$ cat src/irq_vec_pkg.sv
package irq_vec_pkg;

   // ------------------------------------------------------------
   // Sizes, addresses and reset values
   // ------------------------------------------------------------
   localparam int ADDR_W = 16;
   localparam int DATA_W = 8;
   localparam int NUM_GROUPS = 24;
   localparam int NUM_FLAGS = 38;
   localparam logic [15:0] STATUS_BASE = 16'hfe04;
   localparam logic [15:0] STATUS_LAST = 16'hfe07;
   localparam logic [15:0] PIN_CTRL_ADDR = 16'hfe08;
   localparam int STATUS_LSB = 2;
   localparam logic PIN_MASK_RESET = 1'b0;
   localparam logic [15:0] VEC_RESET = 16'hfffe;
   localparam logic [15:0] VEC_SWI = 16'hfffc;
   localparam logic [15:0] VEC_GROUP1 = 16'hfffa;

   // Source group of every flag; flag 0 is the external pin.
   localparam logic [4:0] FLAG_GROUP [NUM_FLAGS] = '{
      5'h01, 5'h02, 5'h03, 5'h04, 5'h05, 5'h06, 5'h07, 5'h08,
      5'h09, 5'h09, 5'h09, 5'h0a, 5'h0b, 5'h0b, 5'h0b, 5'h0b,
      5'h0c, 5'h0c, 5'h0d, 5'h0d, 5'h0e, 5'h0f, 5'h10, 5'h11,
      5'h12, 5'h12, 5'h12, 5'h12, 5'h12, 5'h12, 5'h13, 5'h14,
      5'h14, 5'h14, 5'h15, 5'h16, 5'h17, 5'h18};

   // ------------------------------------------------------------
   // Types
   // ------------------------------------------------------------
   typedef logic [NUM_GROUPS:1] group_t;

   typedef enum logic {ARB_IDLE, ARB_LATCHED} arb_e;

   typedef struct packed {
      logic [ADDR_W-1:0] addr;
      logic [DATA_W-1:0] wdata;
      logic wr;
      logic rd;
   } reg_req_s;

   typedef struct packed {
      logic take;
      logic software;
      logic resetTake;
      logic saveHigh;
      logic [4:0] group;
      logic [15:0] vector;
      logic [15:0] stackPc;
   } entry_s;

   // ------------------------------------------------------------
   // Functions
   // ------------------------------------------------------------
   // Vector of group g: two bytes below the group above it.
   function automatic logic [15:0] vectorOf(input logic [4:0] g);
      return VEC_GROUP1 - (16'(g - 5'h01) << 1);
   endfunction

   // Lowest numbered request wins; zero means none.
   function automatic logic [4:0] pickGroup(input group_t req);
      logic [4:0] win;
      win = 5'h00;
      for (int g = NUM_GROUPS; g >= 1; g--) begin
         if (req[g]) begin
            win = 5'(g);
         end
      end
      return win;
   endfunction

endpackage

$ cat src/interrupt_priority_vectoring.sv
// Implementation choices: the register addresses and the plain strobed port.
`timescale 1ns/100ps
// Overview of operation
// - Highest-priority pending group is serviced first.
// - Pending request entered right after service return.
// - High index byte never stacked on entry.
// - Software trap interrupts regardless of mask.
// - Software stacks counter; hardware stacks counter-1.
// - Mask blocks all but software trap; reset unmaskable.
// - Reset, software trap priority 0, fixed vectors.
// - Each group has a readable pending flag.
// - Group n priority n, vector FFFA-2(n-1).
// - Groups 1-8: pin, clock, timers.
// - Groups 9-17: serial, keyboard, converter, timebase, wakeup.
// - Groups 18-24: bus controller, timer two channels.
// - Check requests only at instruction boundary.
// - Latched hardware source holds until serviced or unmasked; a latched trap ignores unmasking.
// - Four status bytes at FE04, flag1 bit2.
// - Reset bypasses arbitration, highest priority.
module interrupt_priority_vectoring
   import irq_vec_pkg::*;
(
   input wire logic clk,
   input wire logic rst_n,
   input wire logic clkEn,
   input wire logic pinRequest,
   input wire logic [NUM_FLAGS-1:1] srcFlags,
   input wire logic [NUM_FLAGS-1:1] srcEnables,
   input wire logic instrDone,
   input wire logic maskBit,
   input wire logic swTrap,
   input wire logic resetReq,
   input wire logic serviceAck,
   input wire logic [15:0] programCounter,
   input wire reg_req_s regReq,
   output logic [DATA_W-1:0] regRdData_q,
   output entry_s entry_q
);

   // ------------------------------------------------------------
   // Declarations
   // ------------------------------------------------------------
   logic pinMeta_q;
   logic pinSync_q;
   logic pinMask_q;
   logic maskPrev_q;
   group_t flags_q;
   group_t groupReq;
   logic [NUM_FLAGS-1:0] flagVec;
   logic [NUM_FLAGS-1:0] enableVec;
   logic [31:0] statusWord;
   logic [4:0] winner;
   logic hwGo;
   logic swGo;
   logic maskFall;
   arb_e state_q;

   // ------------------------------------------------------------
   // External pin synchroniser
   // ------------------------------------------------------------
   // The pin is asynchronous, so it passes two flops before use.
   always_ff @(posedge clk or negedge rst_n) begin
      if (!rst_n) begin
         pinMeta_q <= 1'b0;
         pinSync_q <= 1'b0;
      end else if (clkEn) begin
         pinMeta_q <= pinRequest;
         pinSync_q <= pinMeta_q;
      end
   end

   // ------------------------------------------------------------
   // Group request formation
   // ------------------------------------------------------------
   // The pin joins the peripheral flags as flag 0, enabled while
   // its software mask bit is clear.
   assign flagVec = {srcFlags, pinSync_q};
   assign enableVec = {srcEnables, ~pinMask_q};

   // Every flag is qualified by its own enable, then ORed into the
   // group that the table assigns it to.
   always_comb begin
      groupReq = '0;
      for (int i = 0; i < NUM_FLAGS; i++) begin
         if (flagVec[i] && enableVec[i]) begin
            groupReq[FLAG_GROUP[i]] = 1'b1;
         end
      end
   end

   // ------------------------------------------------------------
   // Pending flags
   // ------------------------------------------------------------
   // Flags mirror the live group levels one cycle late; software
   // reaches them only through the pin mask, which gates flag 1.
   always_ff @(posedge clk or negedge rst_n) begin
      if (!rst_n) begin
         flags_q <= '0;
      end else if (clkEn) begin
         flags_q <= groupReq;
      end
   end

   // ------------------------------------------------------------
   // Arbitration
   // ------------------------------------------------------------
   assign winner = pickGroup(groupReq);
   assign maskFall = maskPrev_q && !maskBit;

   // Requests are looked at only when an instruction completes.
   // The return from a service routine is itself such a boundary,
   // so a request still pending is entered before the program
   // resumes.
   assign swGo = instrDone && swTrap;
   assign hwGo = instrDone && !swTrap && !maskBit
      && (winner != 5'h00);

   always_ff @(posedge clk or negedge rst_n) begin
      if (!rst_n) begin
         maskPrev_q <= 1'b0;
      end else if (clkEn) begin
         maskPrev_q <= maskBit;
      end
   end

   // Once latched, a source cannot be displaced by a later one of
   // higher priority; only service, reset or, for a hardware entry, a falling mask free it.
   always_ff @(posedge clk or negedge rst_n) begin
      if (!rst_n) begin
         state_q <= ARB_IDLE;
      end else if (clkEn) begin
         if (resetReq) begin
            state_q <= ARB_IDLE;
         end else begin
            case (state_q)
               ARB_IDLE: begin
                  if (swGo || hwGo) begin
                     state_q <= ARB_LATCHED;
                  end
               end
               ARB_LATCHED: begin
                  if (serviceAck) begin
                     state_q <= ARB_IDLE;
                  end else if (maskFall && !entry_q.software) begin
                     state_q <= ARB_IDLE;
                  end
               end
               default: begin
                  state_q <= ARB_IDLE;
               end
            endcase
         end
      end
   end

   // ------------------------------------------------------------
   // Entry request to the core
   // ------------------------------------------------------------
   // Reset takes the vector directly and never competes; the
   // software trap outranks hardware groups at the same boundary.
   always_ff @(posedge clk or negedge rst_n) begin
      if (!rst_n) begin
         entry_q <= '0;
      end else if (clkEn) begin
         entry_q.saveHigh <= 1'b0;
         entry_q.resetTake <= resetReq;
         if (resetReq) begin
            entry_q.take <= 1'b0;
            entry_q.software <= 1'b0;
            entry_q.group <= 5'h00;
            entry_q.vector <= VEC_RESET;
         end else if (state_q == ARB_IDLE && swGo) begin
            entry_q.take <= 1'b1;
            entry_q.software <= 1'b1;
            entry_q.group <= 5'h00;
            entry_q.vector <= VEC_SWI;
            entry_q.stackPc <= programCounter;
         end else if (state_q == ARB_IDLE && hwGo) begin
            entry_q.take <= 1'b1;
            entry_q.software <= 1'b0;
            entry_q.group <= winner;
            entry_q.vector <= vectorOf(winner);
            entry_q.stackPc <= programCounter - 16'h0001;
         end else if (state_q == ARB_LATCHED) begin
            if (serviceAck || (maskFall && !entry_q.software)) begin
               entry_q.take <= 1'b0;
            end
         end
      end
   end

   // ------------------------------------------------------------
   // Register port
   // ------------------------------------------------------------
   // Flag 1 sits at bit 2 of the first byte; the spare bits read 0.
   assign statusWord = 32'({flags_q, 2'b00});

   // The pin mask is the only writable bit; status bytes ignore
   // writes so a debugger cannot disturb arbitration.
   always_ff @(posedge clk or negedge rst_n) begin
      if (!rst_n) begin
         pinMask_q <= PIN_MASK_RESET;
      end else if (clkEn && regReq.wr) begin
         if (regReq.addr == PIN_CTRL_ADDR) begin
            pinMask_q <= regReq.wdata[0];
         end
      end
   end

   // Read data stand for one cycle; unmapped addresses read zero.
   always_ff @(posedge clk or negedge rst_n) begin
      if (!rst_n) begin
         regRdData_q <= '0;
      end else if (clkEn) begin
         if (!regReq.rd) begin
            regRdData_q <= '0;
         end else if (regReq.addr >= STATUS_BASE
                      && regReq.addr <= STATUS_LAST) begin
            regRdData_q <= statusWord[8*(regReq.addr[1:0])+:8];
         end else if (regReq.addr == PIN_CTRL_ADDR) begin
            regRdData_q <= {7'h00, pinMask_q};
         end else begin
            regRdData_q <= '0;
         end
      end
   end
endmodule

$ cat config.mk
export PLATFORM = sky130hd
export DESIGN_NAME = interrupt_priority_vectoring
export DESIGN_NICKNAME = d
export VERILOG_FILES = /design/src/irq_vec_pkg.sv /design/src/interrupt_priority_vectoring.sv
export SDC_FILE = /design/constraint.sdc
export NUM_CORES = 1
export LEC_CHECK = 0
export ABC_AREA = 1
export BUFFER_PORTS_ARGS = -buffer_cell sky130_fd_sc_hd__buf_2
export CORE_AREA = 2 2 113 115
export CTS_CLUSTER_DIAMETER = 150
export DETAILED_ROUTE_END_ITERATION = 8
export DIE_AREA = 0 0 115 117
export HOLD_SLACK_MARGIN = 0.05
export PLACE_DENSITY_LB_ADDON = 0.15
export SYNTH_ARGS = -nofsm -noshare
export SYNTH_HDL_FRONTEND = slang
export SYNTH_SLANG_ARGS = --single-unit
$ cat constraint.sdc
create_clock -name clk -period 3.6 [get_ports clk]
set_input_delay 0.72 -clock clk [delete_from_list [all_inputs] [get_ports clk]]
set_output_delay 0.72 -clock clk [all_outputs]
set_load 0.03 [all_outputs]
==> impl.org, run 1 <==
** Status
- The run finished with clean final reports.

** Drt
- For this run, the detailed router's first-pass iteration total came to 4.
- Summed over all layers, the routed wires come to 10.5 mm.
- In the routed design, unresolved DRC markers number 0.
- Dividing the detail-routed wire length by the instance count gives 12.6 um.
- In this run the remaining antenna-violating nets after routing total 0.
- In this run, the number of DRC markers left after iteration 0 of detailed routing was 136.
- The final route contains ~3800 vias.
- Via density per instance :: 4.58

** Synthesis
- Synthesis handed over a netlist of around 500 instances.
- Each instance of the synthesized netlist takes up on average between 7 and 8 um^2.
- Dominant combinational cell family by area after synthesis :: simple AND/OR/NAND/NOR gates
- YS warnings :: 0
- Of all flip-flops after synthesis, the portion carrying an async set or reset was 100%.
- Sequential area share after synthesis :: ~43%
- Netlist cell types :: 47
- Top_reg_cell synth :: sky130_fd_sc_hd__dfrtp_1
- After synthesis the cells add up to just under 0.004 mm^2.
- Of the post-synthesis cell area, the part taken by muxes is 0%.
- Simple logic cell fraction of the synthesized area :: 29.5%
- Complex-gate fraction of the synthesized area :: around 14%
- Number of flip-flops and latches in the synthesized netlist :: roughly 70
- Area share of fa/ha/maj cells after synthesis :: roughly 1.3%
- Number of enable flip-flop cells after synthesis :: 0
- After Yosys synthesis, XOR and XNOR cells account for under 10% of the synthesized area.

** Floorplanning
- Core Area :: between 0.01 and 0.015 mm^2
- Cell Rows :: 41
- During I/O placement, the number of pins put on the boundary was roughly 170.
- The die is about 120 um tall.
- Die X-Extent :: roughly 120 um
- Effective utilization at floorplan :: between 30% and 40%
- Die footprint :: roughly 0.013 mm^2

** Clock tree
- CTS sink count :: between 60 and 70
- Insertion delay to the later sink of the worst-skew pair :: approximately 0.33 ns
- TritonCTS clock tree :: done
- In this run the deepest clock path goes through 2 buffers.
- In this run the post-CTS setup repair buffer count came out at 0.
- Clk Tree Root Cell :: sky130_fd_sc_hd__clkbuf_16
- Number of levels the H-tree was split into :: 3
- After clock tree synthesis, the clock-pin slew on the worst setup and hold paths is roughly 0.05 ns.
- Resize count post-CTS :: 0
- Number of clock buffers inserted by TritonCTS :: 9
- In this run, post-CTS hold repair placed 0 buffers.

** Critical path
- Among all stages on the critical path, the largest delay is contributed by sky130_fd_sc_hd__nor2_8.
- At the worst endpoint, the arrival time is about 3.3 ns.
- Critical path data required time :: between 3 and 4 ns
- Along the worst path, the maximum fanout reaches 9.
- Most numerous cell on the critical path :: sky130_fd_sc_hd__nand2_1
- Kind of start point of the critical path :: primary input
- The worst setup path is of the in -> reg kind.
- STA classifies the critical path endpoint as a flop.
- The largest single stage delay on the critical path is approximately 0.21 ns.

** Worst hold path
- In this run the worst hold path is classified as reg -> reg.

** Place
- Detailed placement ended at an HPWL of 8.20 mm.
- The count of buffers added on input and output ports is roughly 160.
- Summing all placed instances gives a cell area of between 0.004 and 0.005 mm^2.
- The number of placed instances, taps included, is about 800.
- The congestion estimate from routability-driven global placement came to around 0.80.

** Cells and area
- Total Nets Final :: between 800 and 900
- Filler cell count :: ~1300
- Of the cells placed in the final design, the portion with a size suffix greater than 1 is approximately 33%.
- Relative to the synthesized area, the layout overhead comes to 31.3%.
- ANT cells :: 0
- Post-layout util :: a little over two fifths
- With fillers left out, the area of the finished cells amounts to between 0.005 and 0.006 mm^2.
- Final cell count without fillers :: 828

** STA
- Slew at the pin with the worst max-slew slack :: between 0.8 and 0.9 ns
- Adding up every negative setup slack in the final design gives 0 ns.
- Final setup violation count :: 0
- The final number of hold-violating endpoints is 0.
- The max-slew violation total from the final report is 0.
- Headroom to the max-slew limit came out at 42.1%.
- Fmax :: around 320 MHz
- Setup repair after global routing missed its margin :: no
- Subtracting the final worst setup slack from the clock period gives around 3.1 ns.
- Clock skew on the completed layout was measured at around 0.0042 ns.
- Final worst-path cycle share :: between 80% and 90%

** Global route
- Initial antenna violation count :: 0
- Entering global routing, the biggest net connects 53 pins.
- Global router's overall resource usage :: approximately 16%
- Wire length of the first global-routing pass :: ~17 mm
- The number of global-route vias before repair came to between 3000 and 4000.
- Summed over all layers, the global routing overflow is 0.

** Power
- The completed layout was analyzed and its total power is approximately 2.5 mW.
- In this run the static leakage power is roughly 2.8 nW.
- Worst ir drop on vdd :: about 290 uV
- Total power density per cell area :: 476 mW/mm^2

** Job
- Number of max-cap violations :: 0
[metal layers]
metal	up-vias	part of all wire [%]	global-route usage (%)
li1	1962	-	-
met1	1702	45	20.1
met2	115	47	27.2
met3	15	6.4	4.58
met4	0	1.6	5.62
met5	-	0	0
[registers in the layout, summed over array words and instances, names as in the netlist]
| signal | flops |
|---|---|
| entry_q | 31 |
| flags_q | 24 |
| regRdData_q | 8 |
| maskPrev_q | 1 |
| pinMask_q | 1 |
| pinMeta_q | 1 |
| pinSync_q | 1 |
| state_q | 1 |
[path summary, 6_finish.rpt]
path                                        from  slack, ns  depth (start not counted)                 endpoint
hold / removal             pinMeta_q$_DFFE_PN0P_       0.48                          2    pinMeta_q$_DFFE_PN0P_
min in group asynchronous                  rst_n       0.50                          1  flags_q[17]$_DFFE_PN0P_
hold reg to reg            pinMeta_q$_DFFE_PN0P_       0.48                          2    pinMeta_q$_DFFE_PN0P_
setup reg to reg           pinMask_q$_DFFE_PN0P_       1.44                         15  entry_q[20]$_DFFE_PN0P_
max in group asynchronous                  rst_n       2.40                          2  entry_q[22]$_DFFE_PN0P_
setup / recovery                    srcFlags[26]       0.51                         32  entry_q[20]$_DFFE_PN0P_
[worst max-delay path: cells and delay by family]
| kind | cells | cell delay [ns] |
|---|---|---|
| AO/OA/AOI/OAI | 2 | 0.26 |
| adder cells (fa/ha/maj) | 1 | 0.17 |
| buffers and inverters | 4 | 0.29 |
| AND/OR/NAND/NOR | 25 | 1.84 |
[cells in the final DEF (no fill, tap or decap), drive strengths merged]
cell and count:
nand2 178, buf 166, dfrtp 68, inv 61, nor2 48, o21ai 46, nand3 19, clkbuf 11
xor2 10, a21oi 9, a32o 7, nor4 7, nor3 6, a31oi 4, xnor2 4, nand4 4
ha 4, o22ai 3, or2 3, clkinv 3, a22o 2, a22oi 2, o211ai 2, conb 2
bufinv 2, o31ai 2, a31o 1, nand3b 1, o21a 1, o32ai 1, clkinvlp 1
[power breakdown]
part,total (mW),internal [mW],switching (mW)
combinational,0.612,0.206,0.405
sequential,0.911,0.856,0.0550
clock,0.958,0.639,0.319
[through the flow]
stage               setup WS (ns)  hold slack [ns]
floorplan                   0.691            0.424
global placement            0.189            0.450
detailed placement          0.159            0.468
CTS                         0.494            0.483
global route                0.122            0.501
finish                      0.510            0.477
[cells by family after synthesis]
group / Yosys count
compound gates: 80
xor+xnor: 14
other cells: 1
simple gates: 266
buf+inv: 82
fa+ha+maj: 4
flops: 68
[cell usage after synthesis, drive strengths merged, types with 3 or more instances]
cell,number,share of area (%)
a32o,7,1.8
buf,13,2.6
o21ai,46,7.1
ha,4,1.3
dfrtp,68,43
xor2,10,2.2
xnor2,4,0.88
clkbuf,6,0.57
a31oi,4,0.63
nor3,6,0.76
nor4,7,1.4
nor2,48,5.2
a21oi,9,1.3
inv,61,6.0
nand2,178,18
nand4,4,0.63
or2,3,0.47
nand3,19,2.5
o22ai,3,0.63
[area by class of cell]
cell class,count,area (um^2),share of cell area (%)
timing repair buffer,166,848,16.3
multi-input combinational,366,1900,36.5
sequential,68,1700,32.7
inverter,63,245,4.71
tap,150,188,3.60
clock inverter,4,72.6,1.39
clock buffer,11,253,4.85
Note: power is estimated with default switching activity, not from simulation.
==> inputs of run 2 (changes only) <==
- CORE_AREA: 2 2 113 115 -> 2 2 93 95
- DIE_AREA: 0 0 115 117 -> 0 0 95 97
==> run 2 against run 1 <==
Compared with the run above:
- utilization rose by 20 points
- wire length fell by 6.8%
- worst setup slack improved by 0.023 ns
- via count rose by 1.1%
- cell count fell by 5.3%
- sequential share of layout area rose by 1.0 points
- clock skew rose by 0.0046 ns
- largest cell class unchanged
==> impl.org, run 2 (synthesis results as in run 1) <==
** Status
- Run status :: complete, no violations

** Clock tree
- Number of clock buffers inserted by TritonCTS :: 9
- The root buffer cell chosen for the clock tree is sky130_fd_sc_hd__clkbuf_8.
- CTS sink count :: ~70
- TritonCTS built the clock tree.
- Post-CTS repair changed the size of 0 cells.
- Clock-pin slew was measured on the worst setup and hold paths at 0.08 ns.
- At the later pin of the worst-skew pair, clock insertion delay measures between 0.3 and 0.4 ns.
- The number of setup buffers added after CTS is 0.
- Hold-fix buffers, CTS :: 0
- Maximum number of buffers from clock root to sink :: 2
- The H-tree generated during clock tree synthesis spans 3 levels.

** Critical path
- Worst-path maximum fanout :: 9
- Counting both buffers and inverters, the worst setup path holds a total of 4.
- STA classifies the critical path startpoint as a primary input.
- For this design, the slowest cell found on the critical path is sky130_fd_sc_hd__nor2_8.
- Data arrival at the endpoint of the critical path :: around 3.3 ns
- Critical path capture point type :: flop
- In this design, the largest share of critical-path delay is due to simple AND/OR/NAND/NOR gates.
- By instance count, the cell type seen most on the critical path is sky130_fd_sc_hd__nand2_1.
- The worst setup path is of the in -> reg kind.
- Critical path data required time :: ~3.8 ns
- On the worst path, the slowest cell contributes a delay of about 0.21 ns.

** Floorplanning
- The floorplan step defined a die boundary enclosing approximately 0.009 mm^2.
- The core region is approximately 0.0081 mm^2.
- Measured along the x axis, the die boundary spans around 95 um.
- between 150 and 200 I/O pins were placed.
- The floorplan has 33 rows.
- Effective utilization at floorplan :: 48.8%
- From bottom edge to top edge, the die measures approximately 97 um.

** Drt
- Total number of vias :: 3837
- Number of iterations in the first detailed-routing pass :: 4
- In this run the remaining antenna-violating nets after routing total 0.
- Total wire length after detailed routing :: about 9.8 mm
- In the final routed layout, each cell accounts on average for ~12 um.
- Using the TritonRoute via totals, the vias-per-cell ratio works out to 4.89.
- In the routed design, unresolved DRC markers number 0.
- For this block, the initial DRC count from the detailed router was between 100 and 150.

** Cells and area
- Counting flops per register, the top entry is entry_q.
- Max reg flops :: 31
- In the final layout, the registers with the most flip-flops are entry_q: 31 flops, flags_q: 24 flops, regRdData_q: 8 flops.
- The library cells used most frequently in the layout, excluding fill and tap cells, are sky130_fd_sc_hd__nand2_1 (166), sky130_fd_sc_hd__buf_2 (164), sky130_fd_sc_hd__dfrtp_1 (68).
- At the end of the flow, the number of nets in the layout was around 800.
- Ratio of cells with drive above 1 in the final layout :: between 30% and 40%
- Post-synthesis to final-layout area growth :: 27.2%
- Filler cell count :: 765
- The number of antenna diodes in the final layout is 0.
- Commonest non-fill, non-tap cell in the layout :: sky130_fd_sc_hd__nand2_1
- Registers take approximately 0.0017 mm^2.
- Summing all multi-input logic gate instances after layout gives about 0.0019 mm^2.

** STA
- Setup violations remaining at the end of the flow were counted as 0.
- The worst path in the final design needs a cycle of ~3.1 ns, including I/O delays and setup.
- Dividing the final minimum period by the clock period gives between 80% and 90%.
- Post-route clock skew :: between 0.008 and 0.009 ns
- In the final timing run, aggregate negative setup slack is 0 ns.
- For the pin with the worst max-slew slack, the measured transition is ~0.87 ns.
- The worst path meets setup with between 0.5 and 0.6 ns of slack.
- Relative slew slack :: between 40% and 50%
- Number of hold-slack violations in the final timing report :: 0
- Fmax :: 326 MHz
- Setup repair after global routing missed its margin :: no
- The max-slew violation total from the final report came to 0.

** Place
- Final weighted congestion in routability-driven placement :: a little over 0.8
- Placement-stage worst setup slack :: about 0.17 ns
- Input and output buffers added on the ports amount to roughly 160.
- Post-DP HPWL :: about 7.7 mm

** Global route
- Entering global routing, the biggest net connects 69 pins.
- Via count of the first global-routing pass :: between 3000 and 4000
- Global router's overall resource usage :: about 22%
- Wire length of the first global-routing pass :: approximately 17 mm
- For this run the aggregate overflow at the end of global routing stands at 0.
- The initial antenna violation count was 0.

** Worst hold path
- The min-delay analysis places its worst path in the category reg -> reg.

** Power
- Total power density per cell area :: roughly 440 mW/mm^2
- Of the total power, the share spent switching nets is around 34%.
- Clock share of power :: 32.3%
- Worst ir drop on vdd :: between 300 and 400 uV
- Design Power :: approximately 2.2 mW
- Combinational share of power :: 27.2%
- Leak pwr :: 2.73 nW
- The internal power of the cells totals about 1.5 mW.
- Sequential cells burn about two fifths of the power.
- The analysis attributes to net switching a power of 0.755 mW.

** Job
- Number of max-cap violations :: 0
run 2: cell types whose count changed in the layout (fill, tap and decap cells not counted):
cell | previous run | this run
sky130_fd_sc_hd__buf_12 | 1 | 0
sky130_fd_sc_hd__buf_4 | 1 | 2
sky130_fd_sc_hd__clkbuf_16 | 9 | 0
sky130_fd_sc_hd__clkbuf_8 | 2 | 11
sky130_fd_sc_hd__clkinv_2 | 2 | 1
sky130_fd_sc_hd__clkinv_4 | 0 | 1
sky130_fd_sc_hd__clkinvlp_4 | 1 | 2
run 2: through the flow:
| step | hold slack, ns | cells | util [%] | instance area [um^2] |
|---|---|---|---|---|
| floorplan | 0.424 | 516 | - | 3970 |
| finish | 0.473 | 784 | 62.1 | 5050 |
| detailed placement | 0.456 | 768 | 59.2 | 4810 |
| global placement | 0.451 | 768 | 59.2 | 4810 |
| global route | 0.501 | 784 | 62.1 | 5050 |
| CTS | 0.475 | 784 | 62.1 | 5050 |
run 2: worst paths after layout:
check                                            start                          to  slack (ns)  depth (start not counted)
min in group asynchronous                        rst_n  regRdData_q[4]$_DFFE_PN0P_        0.56                          2
max in group asynchronous                        rst_n     flags_q[12]$_DFFE_PN0P_        2.45                          2
worst min register to register  entry_q[8]$_DFFE_PN0P_      entry_q[8]$_DFFE_PN0P_        0.47                          2
worst min-delay path            entry_q[8]$_DFFE_PN0P_      entry_q[8]$_DFFE_PN0P_        0.47                          2
worst max-delay path                      srcFlags[25]     entry_q[20]$_DFFE_PN0P_        0.53                         32
worst max register to register   pinMask_q$_DFFE_PN0P_     entry_q[20]$_DFFE_PN0P_        1.46                         15
run 2: layout make-up:
class | count | share of cell area, %
inverters | 63 | 4.86
well taps | 105 | 2.60
flip-flops and latches | 68 | 33.7
multi-input cells | 366 | 37.6
clock buffers | 11 | 3.00
clock inverters | 5 | 1.66
repair buffers | 166 | 16.6
run 2: tightest hold or removal path: stages (launching register included):
cell	delay [ns]
sky130_fd_sc_hd__dfrtp_1	0.35
sky130_fd_sc_hd__nand2_1	0.05
sky130_fd_sc_hd__nand2_1	0.05
run 2: power groups by stage:
stage	Combinational, mW	Sequential [mW]	Clock [mW]
after floorplan	0.282	1.05	0
after global placement	0.604	0.918	0
after detailed placement	0.618	0.920	0
after CTS	0.619	0.907	0.743
after global routing	0.682	0.919	0.778
final	0.611	0.907	0.725
run 2: metal layers:
metal,vias to the layer above,share of wire [%],global-route usage (%)
met5,-,0,0
met4,0,0.81,5.91
met3,6,8.6,6.39
met2,127,48,38.2
met1,1748,42,27.8
li1,1956,-,-
